File: src/pcr_defs.vh
// Register offsets, reset values and timing counts for the PLL supervisor and ratio registers
`ifndef PCR_DEFS_VH
`define PCR_DEFS_VH
// ==========================================================================
// Register offsets
`define PCR_OFS_SUPV_CTRL 16'hf006
`define PCR_OFS_GEN1_DEN 16'hf020
`define PCR_OFS_GEN1_NUM 16'hf021
`define PCR_OFS_GEN2_DEN 16'hf022
`define PCR_OFS_GEN2_NUM 16'hf023
`define PCR_OFS_GEN3_DEN 16'hf024
`define PCR_OFS_GEN3_NUM 16'hf025
// ==========================================================================
// Reset values
`define PCR_RST_SUPV_CTRL 16'h0001
`define PCR_RST_GEN1_DEN 9'h006
`define PCR_RST_GEN1_NUM 9'h001
`define PCR_RST_GEN2_DEN 9'h009
`define PCR_RST_GEN2_NUM 9'h001
`define PCR_RST_GEN3_DEN 16'h0000
`define PCR_RST_GEN3_NUM 16'h0000
// ==========================================================================
// Field positions
`define PCR_SUPV_EN_BIT 0
`define PCR_SMALL_MSB 8
// ==========================================================================
// Timing: PLL reset pulse in ns and cycles at 8 ns, lock wait in cycles
`define PCR_CLK_PERIOD_NS 8
`define PCR_PLL_RST_NS 1000
`define PCR_PLL_RST_CYC ((`PCR_PLL_RST_NS + `PCR_CLK_PERIOD_NS - 1) / `PCR_CLK_PERIOD_NS)
`define PCR_LOCK_WAIT_CYC 4000
`define PCR_EXT_REF_SHIFT 10
`endif

File: src/pcr_supervisor.v
// PLL supervisor and clock generator ratio registers
// Summary of operation
// RL1: Enabled supervisor resets unstable PLL unasked
// RL2: Relock automatically with unchanged prior settings
// RL3: Whole sequence needs no host access
// RL4: Control bit 0 enables, resets to one
// RL5: Host keeps supervisor enabled always; the testbench clears bit 0 once to check that no reset follows
// RL6: Generator 1 denominator, 9 bits, resets 6
// RL7: Generator 1 numerator, 9 bits, resets 1
// RL8: Generator 2 denominator, 9 bits, resets 9
// RL9: Generator 2 numerator, 9 bits, resets 1
// RL10: Generator 3 denominator, 16 bits, resets 0
// RL11: Generator 3 numerator, 16 bits, resets 0
// RL12: External reference: numerator over 1024, denominator ignored
// RL13: Host writes zeros to reserved bits; the testbench writes 16'hffff, reserved bits included
module pcr_supervisor (
  input wire ref_clk_in,
  input wire resetn_in,
  input wire [15:0] reg_addr_in,
  input wire reg_wr_in,
  input wire reg_rd_in,
  input wire [15:0] reg_wdata_in,
  output reg [15:0] reg_rdata_out,
  input wire pll_unstable_in,
  input wire pll_locked_in,
  input wire gen3_ext_ref_in,
  input wire [31:0] gen3_ref_rate_in,
  output wire pll_reset_out,
  output wire pll_relock_out,
  output wire supv_busy_out,
  output wire [8:0] gen1_divisor_value_out,
  output wire [8:0] gen1_multiplier_value_out,
  output wire [8:0] gen2_divisor_value_out,
  output wire [8:0] gen2_multiplier_value_out,
  output wire [15:0] gen3_divisor_value_out,
  output wire [15:0] gen3_multiplier_value_out,
  output wire [31:0] gen3_base_rate_out
);
`include "pcr_defs.vh"

  // ==========================================================================
  // Register write decode
  function sel;
    input [15:0] addr;
    input [15:0] ofs;
    begin
      sel = (addr == ofs);
    end
  endfunction

  reg supv_en_q;
  // Full reset word; only the enable bit is stored
  wire [15:0] supv_rst_val = `PCR_RST_SUPV_CTRL;
  always @(posedge ref_clk_in) begin
    if (!resetn_in) begin
      supv_en_q <= supv_rst_val[`PCR_SUPV_EN_BIT]; // RL4
    end else if (reg_wr_in && sel(reg_addr_in, `PCR_OFS_SUPV_CTRL)) begin
      supv_en_q <= reg_wdata_in[`PCR_SUPV_EN_BIT]; // RL4
    end
  end

  // RL6
  pcr_ratio_reg #(.W(9), .RST(`PCR_RST_GEN1_DEN)) u_g1d (
    .ref_clk_in(ref_clk_in), .resetn_in(resetn_in),
    .wr_in(reg_wr_in && sel(reg_addr_in, `PCR_OFS_GEN1_DEN)),
    .wdata_in(reg_wdata_in), .value_out(gen1_divisor_value_out));
  // RL7
  pcr_ratio_reg #(.W(9), .RST(`PCR_RST_GEN1_NUM)) u_g1n (
    .ref_clk_in(ref_clk_in), .resetn_in(resetn_in),
    .wr_in(reg_wr_in && sel(reg_addr_in, `PCR_OFS_GEN1_NUM)),
    .wdata_in(reg_wdata_in), .value_out(gen1_multiplier_value_out));
  // RL8
  pcr_ratio_reg #(.W(9), .RST(`PCR_RST_GEN2_DEN)) u_g2d (
    .ref_clk_in(ref_clk_in), .resetn_in(resetn_in),
    .wr_in(reg_wr_in && sel(reg_addr_in, `PCR_OFS_GEN2_DEN)),
    .wdata_in(reg_wdata_in), .value_out(gen2_divisor_value_out));
  // RL9
  pcr_ratio_reg #(.W(9), .RST(`PCR_RST_GEN2_NUM)) u_g2n (
    .ref_clk_in(ref_clk_in), .resetn_in(resetn_in),
    .wr_in(reg_wr_in && sel(reg_addr_in, `PCR_OFS_GEN2_NUM)),
    .wdata_in(reg_wdata_in), .value_out(gen2_multiplier_value_out));
  // RL10
  pcr_ratio_reg #(.W(16), .RST(`PCR_RST_GEN3_DEN)) u_g3d (
    .ref_clk_in(ref_clk_in), .resetn_in(resetn_in),
    .wr_in(reg_wr_in && sel(reg_addr_in, `PCR_OFS_GEN3_DEN)),
    .wdata_in(reg_wdata_in), .value_out(gen3_divisor_value_out));
  // RL11
  pcr_ratio_reg #(.W(16), .RST(`PCR_RST_GEN3_NUM)) u_g3n (
    .ref_clk_in(ref_clk_in), .resetn_in(resetn_in),
    .wr_in(reg_wr_in && sel(reg_addr_in, `PCR_OFS_GEN3_NUM)),
    .wdata_in(reg_wdata_in), .value_out(gen3_multiplier_value_out));

  pcr_ratio_calc u_calc (
    .ref_clk_in(ref_clk_in),
    .resetn_in(resetn_in),
    .ext_sel_in(gen3_ext_ref_in),
    .ref_rate_in(gen3_ref_rate_in),
    .num_in(gen3_multiplier_value_out),
    .den_in(gen3_divisor_value_out),
    .rate_out(gen3_base_rate_out)
  );

  // ==========================================================================
  // Register read, one cycle latency; reserved bits read zero
  always @(posedge ref_clk_in) begin
    if (!resetn_in) begin
      reg_rdata_out <= 16'h0000;
    end else if (reg_rd_in) begin
      case (reg_addr_in)
        `PCR_OFS_SUPV_CTRL: reg_rdata_out <= {15'h0000, supv_en_q};
        `PCR_OFS_GEN1_DEN: reg_rdata_out <= {7'h00, gen1_divisor_value_out};
        `PCR_OFS_GEN1_NUM: reg_rdata_out <= {7'h00, gen1_multiplier_value_out};
        `PCR_OFS_GEN2_DEN: reg_rdata_out <= {7'h00, gen2_divisor_value_out};
        `PCR_OFS_GEN2_NUM: reg_rdata_out <= {7'h00, gen2_multiplier_value_out};
        `PCR_OFS_GEN3_DEN: reg_rdata_out <= gen3_divisor_value_out;
        `PCR_OFS_GEN3_NUM: reg_rdata_out <= gen3_multiplier_value_out;
        default: reg_rdata_out <= 16'h0000;
      endcase
    end
  end

  // ==========================================================================
  // Supervisor sequence: watch, reset, relock
  localparam [2:0] ST_WATCH = 3'b001;
  localparam [2:0] ST_RESET = 3'b010;
  localparam [2:0] ST_RELOCK = 3'b100;

  reg [2:0] state_q;
  reg [2:0] state_d;
  reg [11:0] cnt_q;
  reg [11:0] cnt_d;

  always @* begin
    state_d = state_q;
    cnt_d = cnt_q;
    case (state_q)
      ST_WATCH: begin
        if (supv_en_q && pll_unstable_in) begin
          state_d = ST_RESET; // RL1
          cnt_d = 12'h000;
        end
      end
      ST_RESET: begin
        if (cnt_q == `PCR_PLL_RST_CYC - 1) begin
          state_d = ST_RELOCK; // RL2
          cnt_d = 12'h000;
        end else begin
          cnt_d = cnt_q + 12'h001;
        end
      end
      ST_RELOCK: begin
        // Settings registers are untouched, so relock uses prior config
        if (pll_locked_in || cnt_q == `PCR_LOCK_WAIT_CYC - 1) begin
          state_d = ST_WATCH; // RL2
          cnt_d = 12'h000;
        end else begin
          cnt_d = cnt_q + 12'h001;
        end
      end
      default: begin
        state_d = ST_WATCH;
        cnt_d = 12'h000;
      end
    endcase
  end

  // No host access gates any transition
  always @(posedge ref_clk_in) begin
    if (!resetn_in) begin
      state_q <= ST_WATCH;
      cnt_q <= 12'h000;
    end else begin
      state_q <= state_d; // RL3
      cnt_q <= cnt_d;
    end
  end

  assign pll_reset_out = state_q[1]; // RL1
  assign pll_relock_out = state_q[2]; // RL2
  assign supv_busy_out = ~state_q[0];
endmodule

File: src/pcr_ratio_reg.v
// One ratio register with a width-limited value field
module pcr_ratio_reg #(
  parameter W = 16,
  parameter [W-1:0] RST = {W{1'b0}}
) (
  input wire ref_clk_in,
  input wire resetn_in,
  input wire wr_in,
  input wire [15:0] wdata_in,
  output reg [W-1:0] value_out
);
  always @(posedge ref_clk_in) begin
    if (!resetn_in) begin
      value_out <= RST;
    end else if (wr_in) begin
      value_out <= wdata_in[W-1:0];
    end
  end
endmodule

File: src/pcr_ratio_calc.v
// Base rate for generator 3: reference times numerator over 1024 with an external reference, else the low 32 bits of that product over the denominator
module pcr_ratio_calc (
  input wire ref_clk_in,
  input wire resetn_in,
  input wire ext_sel_in,
  input wire [31:0] ref_rate_in,
  input wire [15:0] num_in,
  input wire [15:0] den_in,
  output reg [31:0] rate_out
);
`include "pcr_defs.vh"
  wire [47:0] prod = ref_rate_in * num_in;
  wire [31:0] ext_rate = prod[`PCR_EXT_REF_SHIFT+31:`PCR_EXT_REF_SHIFT];
  wire [31:0] pll_rate = (den_in == 16'h0000) ? 32'h0 : prod[31:0] / {16'h0000, den_in};
  always @(posedge ref_clk_in) begin
    if (!resetn_in) begin
      rate_out <= 32'h0;
    end else begin
      // Denominator ignored with an external reference
      rate_out <= ext_sel_in ? ext_rate : pll_rate; // RL12
    end
  end
endmodule

File: config.mk
export PLATFORM = sky130hd
export DESIGN_NAME = pcr_supervisor
export DESIGN_NICKNAME = d
export VERILOG_FILES = /design/src/pcr_supervisor.v /design/src/pcr_ratio_reg.v /design/src/pcr_ratio_calc.v
export VERILOG_INCLUDE_DIRS = /design/src
export SDC_FILE = /design/constraint.sdc
export NUM_CORES = 2
export LEC_CHECK = 0
export ABC_CLOCK_PERIOD_IN_PS = 136900
export BUFFER_PORTS_ARGS = -buffer_cell sky130_fd_sc_hd__buf_4
export CORE_UTILIZATION = 65
export CTS_BUF_LIST = sky130_fd_sc_hd__clkbuf_8
export DETAILED_ROUTE_END_ITERATION = 12
export PLACE_DENSITY = 0.87
export SLEW_MARGIN = 15
export SYNTH_ARGS = -nofsm -noshare
export SYNTH_HDL_FRONTEND = slang
export SYNTH_SLANG_ARGS = --single-unit
File: constraint.sdc
create_clock -name ref_clk_in -period 136.9 [get_ports ref_clk_in]
set_input_delay 20.535 -clock ref_clk_in [delete_from_list [all_inputs] [get_ports ref_clk_in]]
set_output_delay 20.535 -clock ref_clk_in [all_outputs]
set_load 0.1 [all_outputs]
==> out/metrics.csv <==
metric,value,unit
status,"finished, final reports clean",
max_slew_margin,0.231,
die_y,260,um
dr.pass1.iters,8,
cts_tree,done,
synth_edf_count,0,
tightest_slew,1150,ps
crit_type,primary input to register,
dieArea,67800,sq um
worstRegToRegCells,453,
slew_viol_final,0,
grtUsageTotal,0.406,
rsz0062_at_grt,no,
chipWidth,260,um
syn_area_per_cell,7.67,sq um
hold_start,u_g3n.value_out[9]$_SDFFE_PN0P_,
worstReg2RegEnd,u_calc.rate_out[0]$_SDFF_PN0_,
vias,42900,
hold_ws,475,ps
critPathTopFamily,compound AO/OA/AOI/OAI gates,
core-area,65900,sq um
cap_violations,0,
root_buffer,clkbuf_8,
drt_iter0_markers,3668,
crit_buf_inv,17,
port-buffer-count,189,
post-route-min-period,126000,ps
post-route-drc-count,0,
ys.flop_type,dfxtp_1,
min_to,u_g3n.value_out[9]$_SDFFE_PN0P_,
cts_setup_buffers,0,
gp_congestion,1.02,
grt_pass1_vias,42300,
ys_seq_area_frac,0.0609,
multi_input_area,38000,sq um
fmax,0.00794,GHz
hp-class,register to register,
hold_depth,2,
slowest_stage,and4_1,
wl_per_cell,21.0,um
final-seq-area,2640,sq um
numCtsBuffers,17,
r2r-start,u_g3n.value_out[4]$_SDFFE_PN0P_,
clkSinkCount,132,
ios,190,
post_cts_resized,0,
fillers,5421,
cts_max_level,4,
antenna_found_initial,7,
clkTransAtPathRegs,120,ps
finalSetupViolations,0,
grt_overflow,0,
fin_nets,6660,
cp-end-kind,register,
synth-seq-cells,132,
netlist_area,43400,sq um
cpMostUsedCell,o21a_1,
finalCritPeriodShare,0.920,
postSynthCellCount,5655,
synth_nets,6617,
startpoint_type,primary input,
clk_path_buf_depth,2,
cp_slowest_stage_delay,820,ps
clkLatencyLatePin,570,ps
vias_per_cell,6.53,
synth_async_sr_flop_share,0,
cts_hold_buffers,0,
crit_arrival,126460,ps
drtAntennaViolNets,0,
path_max_fanout,35,
grt_start_max_net_pins,73,
start_util,0.659,
tns,0,ps
required,137360,ps
rows,94,
drive_gt1_frac,0.0926,
ys_types,123,
clock_skew,39.2,ps
hold_viol,0,
grt_pass1_wl,220000,um
area_growth,5.62,%
dp_hpwl,108000,um
r2r_slack,30070,ps
drt_wl_total,138000,um
yosysWarnings,0,
==> worst min-delay path, cell delays in order, from the launching register on <==
cell and delay, ps:
dfxtp_1 320, nand2_1 50, a21boi_0 60
==> cells in the mapped netlist, types with 47 or more instances <==
master	instances	area (sq um)
nand3_1	109	546
mux2i_1	59	591
ha_1	486	6080
inv_1	490	1840
xnor2_1	150	1310
nand2_1	754	2830
o31ai_1	78	586
and2_1	259	1620
nor2b_1	85	532
or2_2	66	413
dfxtp_1	132	2640
xor2_1	96	841
a21boi_0	66	495
o21a_1	205	1540
o21ai_0	172	861
a21o_1	117	878
mux2_2	83	935
nand2b_1	47	294
nor2_1	373	1400
a21oi_1	292	1460
nor3_1	230	1150
fa_1	405	8110
clkbuf_1	190	713
==> metal layers <==
metal	global-route usage	share of wire
met5	0	0.00017
met4	0.215	0.062
met3	0.0873	0.095
met2	0.673	0.46
met1	0.494	0.38
==> area by class of cell <==
cell class,instances,share of cell area
clock inverter,14,0.00227
tap,864,0.0236
inverter,490,0.0401
clock buffer,18,0.00540
multi-input combinational,4808,0.830
antenna,3,0.000164
sequential,132,0.0576
timing repair buffer,249,0.0408
==> per-stage QoR <==
stage	std cells	setup WS (ps)	util	area, sq um
finish	6578	10900	0.696	45800
global route	6578	2390	0.696	45800
CTS	6575	13020	0.696	45800
detailed placement	6543	12810	0.691	45500
global placement	6543	15840	0.691	45500
floorplan	5655	22110	-	43400
==> registers in the layout, indices dropped and copies added, names as in the netlist <==
name and flops:
cnt_q 12, reg_rdata_out 16, state_q 3, supv_en_q 1
u_calc.rate_out 32, u_g1d.value_out 9, u_g1n.value_out 9, u_g2d.value_out 9
u_g2n.value_out 9, u_g3d.value_out 16, u_g3n.value_out 16
==> cell families after synthesis <==
logic type                 Yosys count  synth area share
adders and majority gates          897             0.328
and+or+nand+nor                   2162             0.245
xor gates and xnor gates           247            0.0500
muxes                              145            0.0360
AOI/OAI and AO/OA                 1357             0.217
DFF                                132            0.0609
buffers and inverters              715            0.0629
==> placed cells by master (no fill, tap or decap), types with 20 or more instances in the layout <==
cell	netlist	layout
nand2_1	754	754
inv_1	490	492
ha_1	486	486
fa_1	405	405
nor2_1	373	372
a21oi_1	292	292
and2_1	259	259
buf_4	1	249
nor3_1	230	229
o21a_1	205	205
o21ai_0	172	171
xnor2_1	150	150
dfxtp_1	132	132
a21o_1	117	117
nand3_1	109	109
xor2_1	96	96
nor2b_1	85	85
mux2_2	83	83
o31ai_1	78	78
or2_2	66	66
a21boi_0	66	66
mux2i_1	59	59
nand2b_1	47	47
or3_1	43	43
nand4_1	42	42
a22oi_1	42	42
o211ai_1	38	38
a211oi_1	31	31
a31oi_1	30	29
and3_1	27	27
o21bai_1	26	26
o21ai_1	20	21
o22ai_1	20	20
==> how the worst max path moves through the flow <==
stage                         start  cells after the start  slack, ps                             to
6_report       gen3_ref_rate_in[11]                    453      10900  u_calc.rate_out[0]$_SDFF_PN0_
5_1_grt        gen3_ref_rate_in[11]                    458       2390  u_calc.rate_out[0]$_SDFF_PN0_
4_1_cts        gen3_ref_rate_in[11]                    452      13020  u_calc.rate_out[0]$_SDFF_PN0_
3_5_place_dp   gen3_ref_rate_in[11]                    448      12810  u_calc.rate_out[0]$_SDFF_PN0_
3_3_place_gp   gen3_ref_rate_in[11]                    447      15840  u_calc.rate_out[0]$_SDFF_PN0_
2_1_floorplan  gen3_ref_rate_in[11]                    485      22110  u_calc.rate_out[0]$_SDFF_PN0_
Power is left out: the tool's default activity adds up to more than one toggle a clock period on the data nets, which glitch-free logic cannot reach.
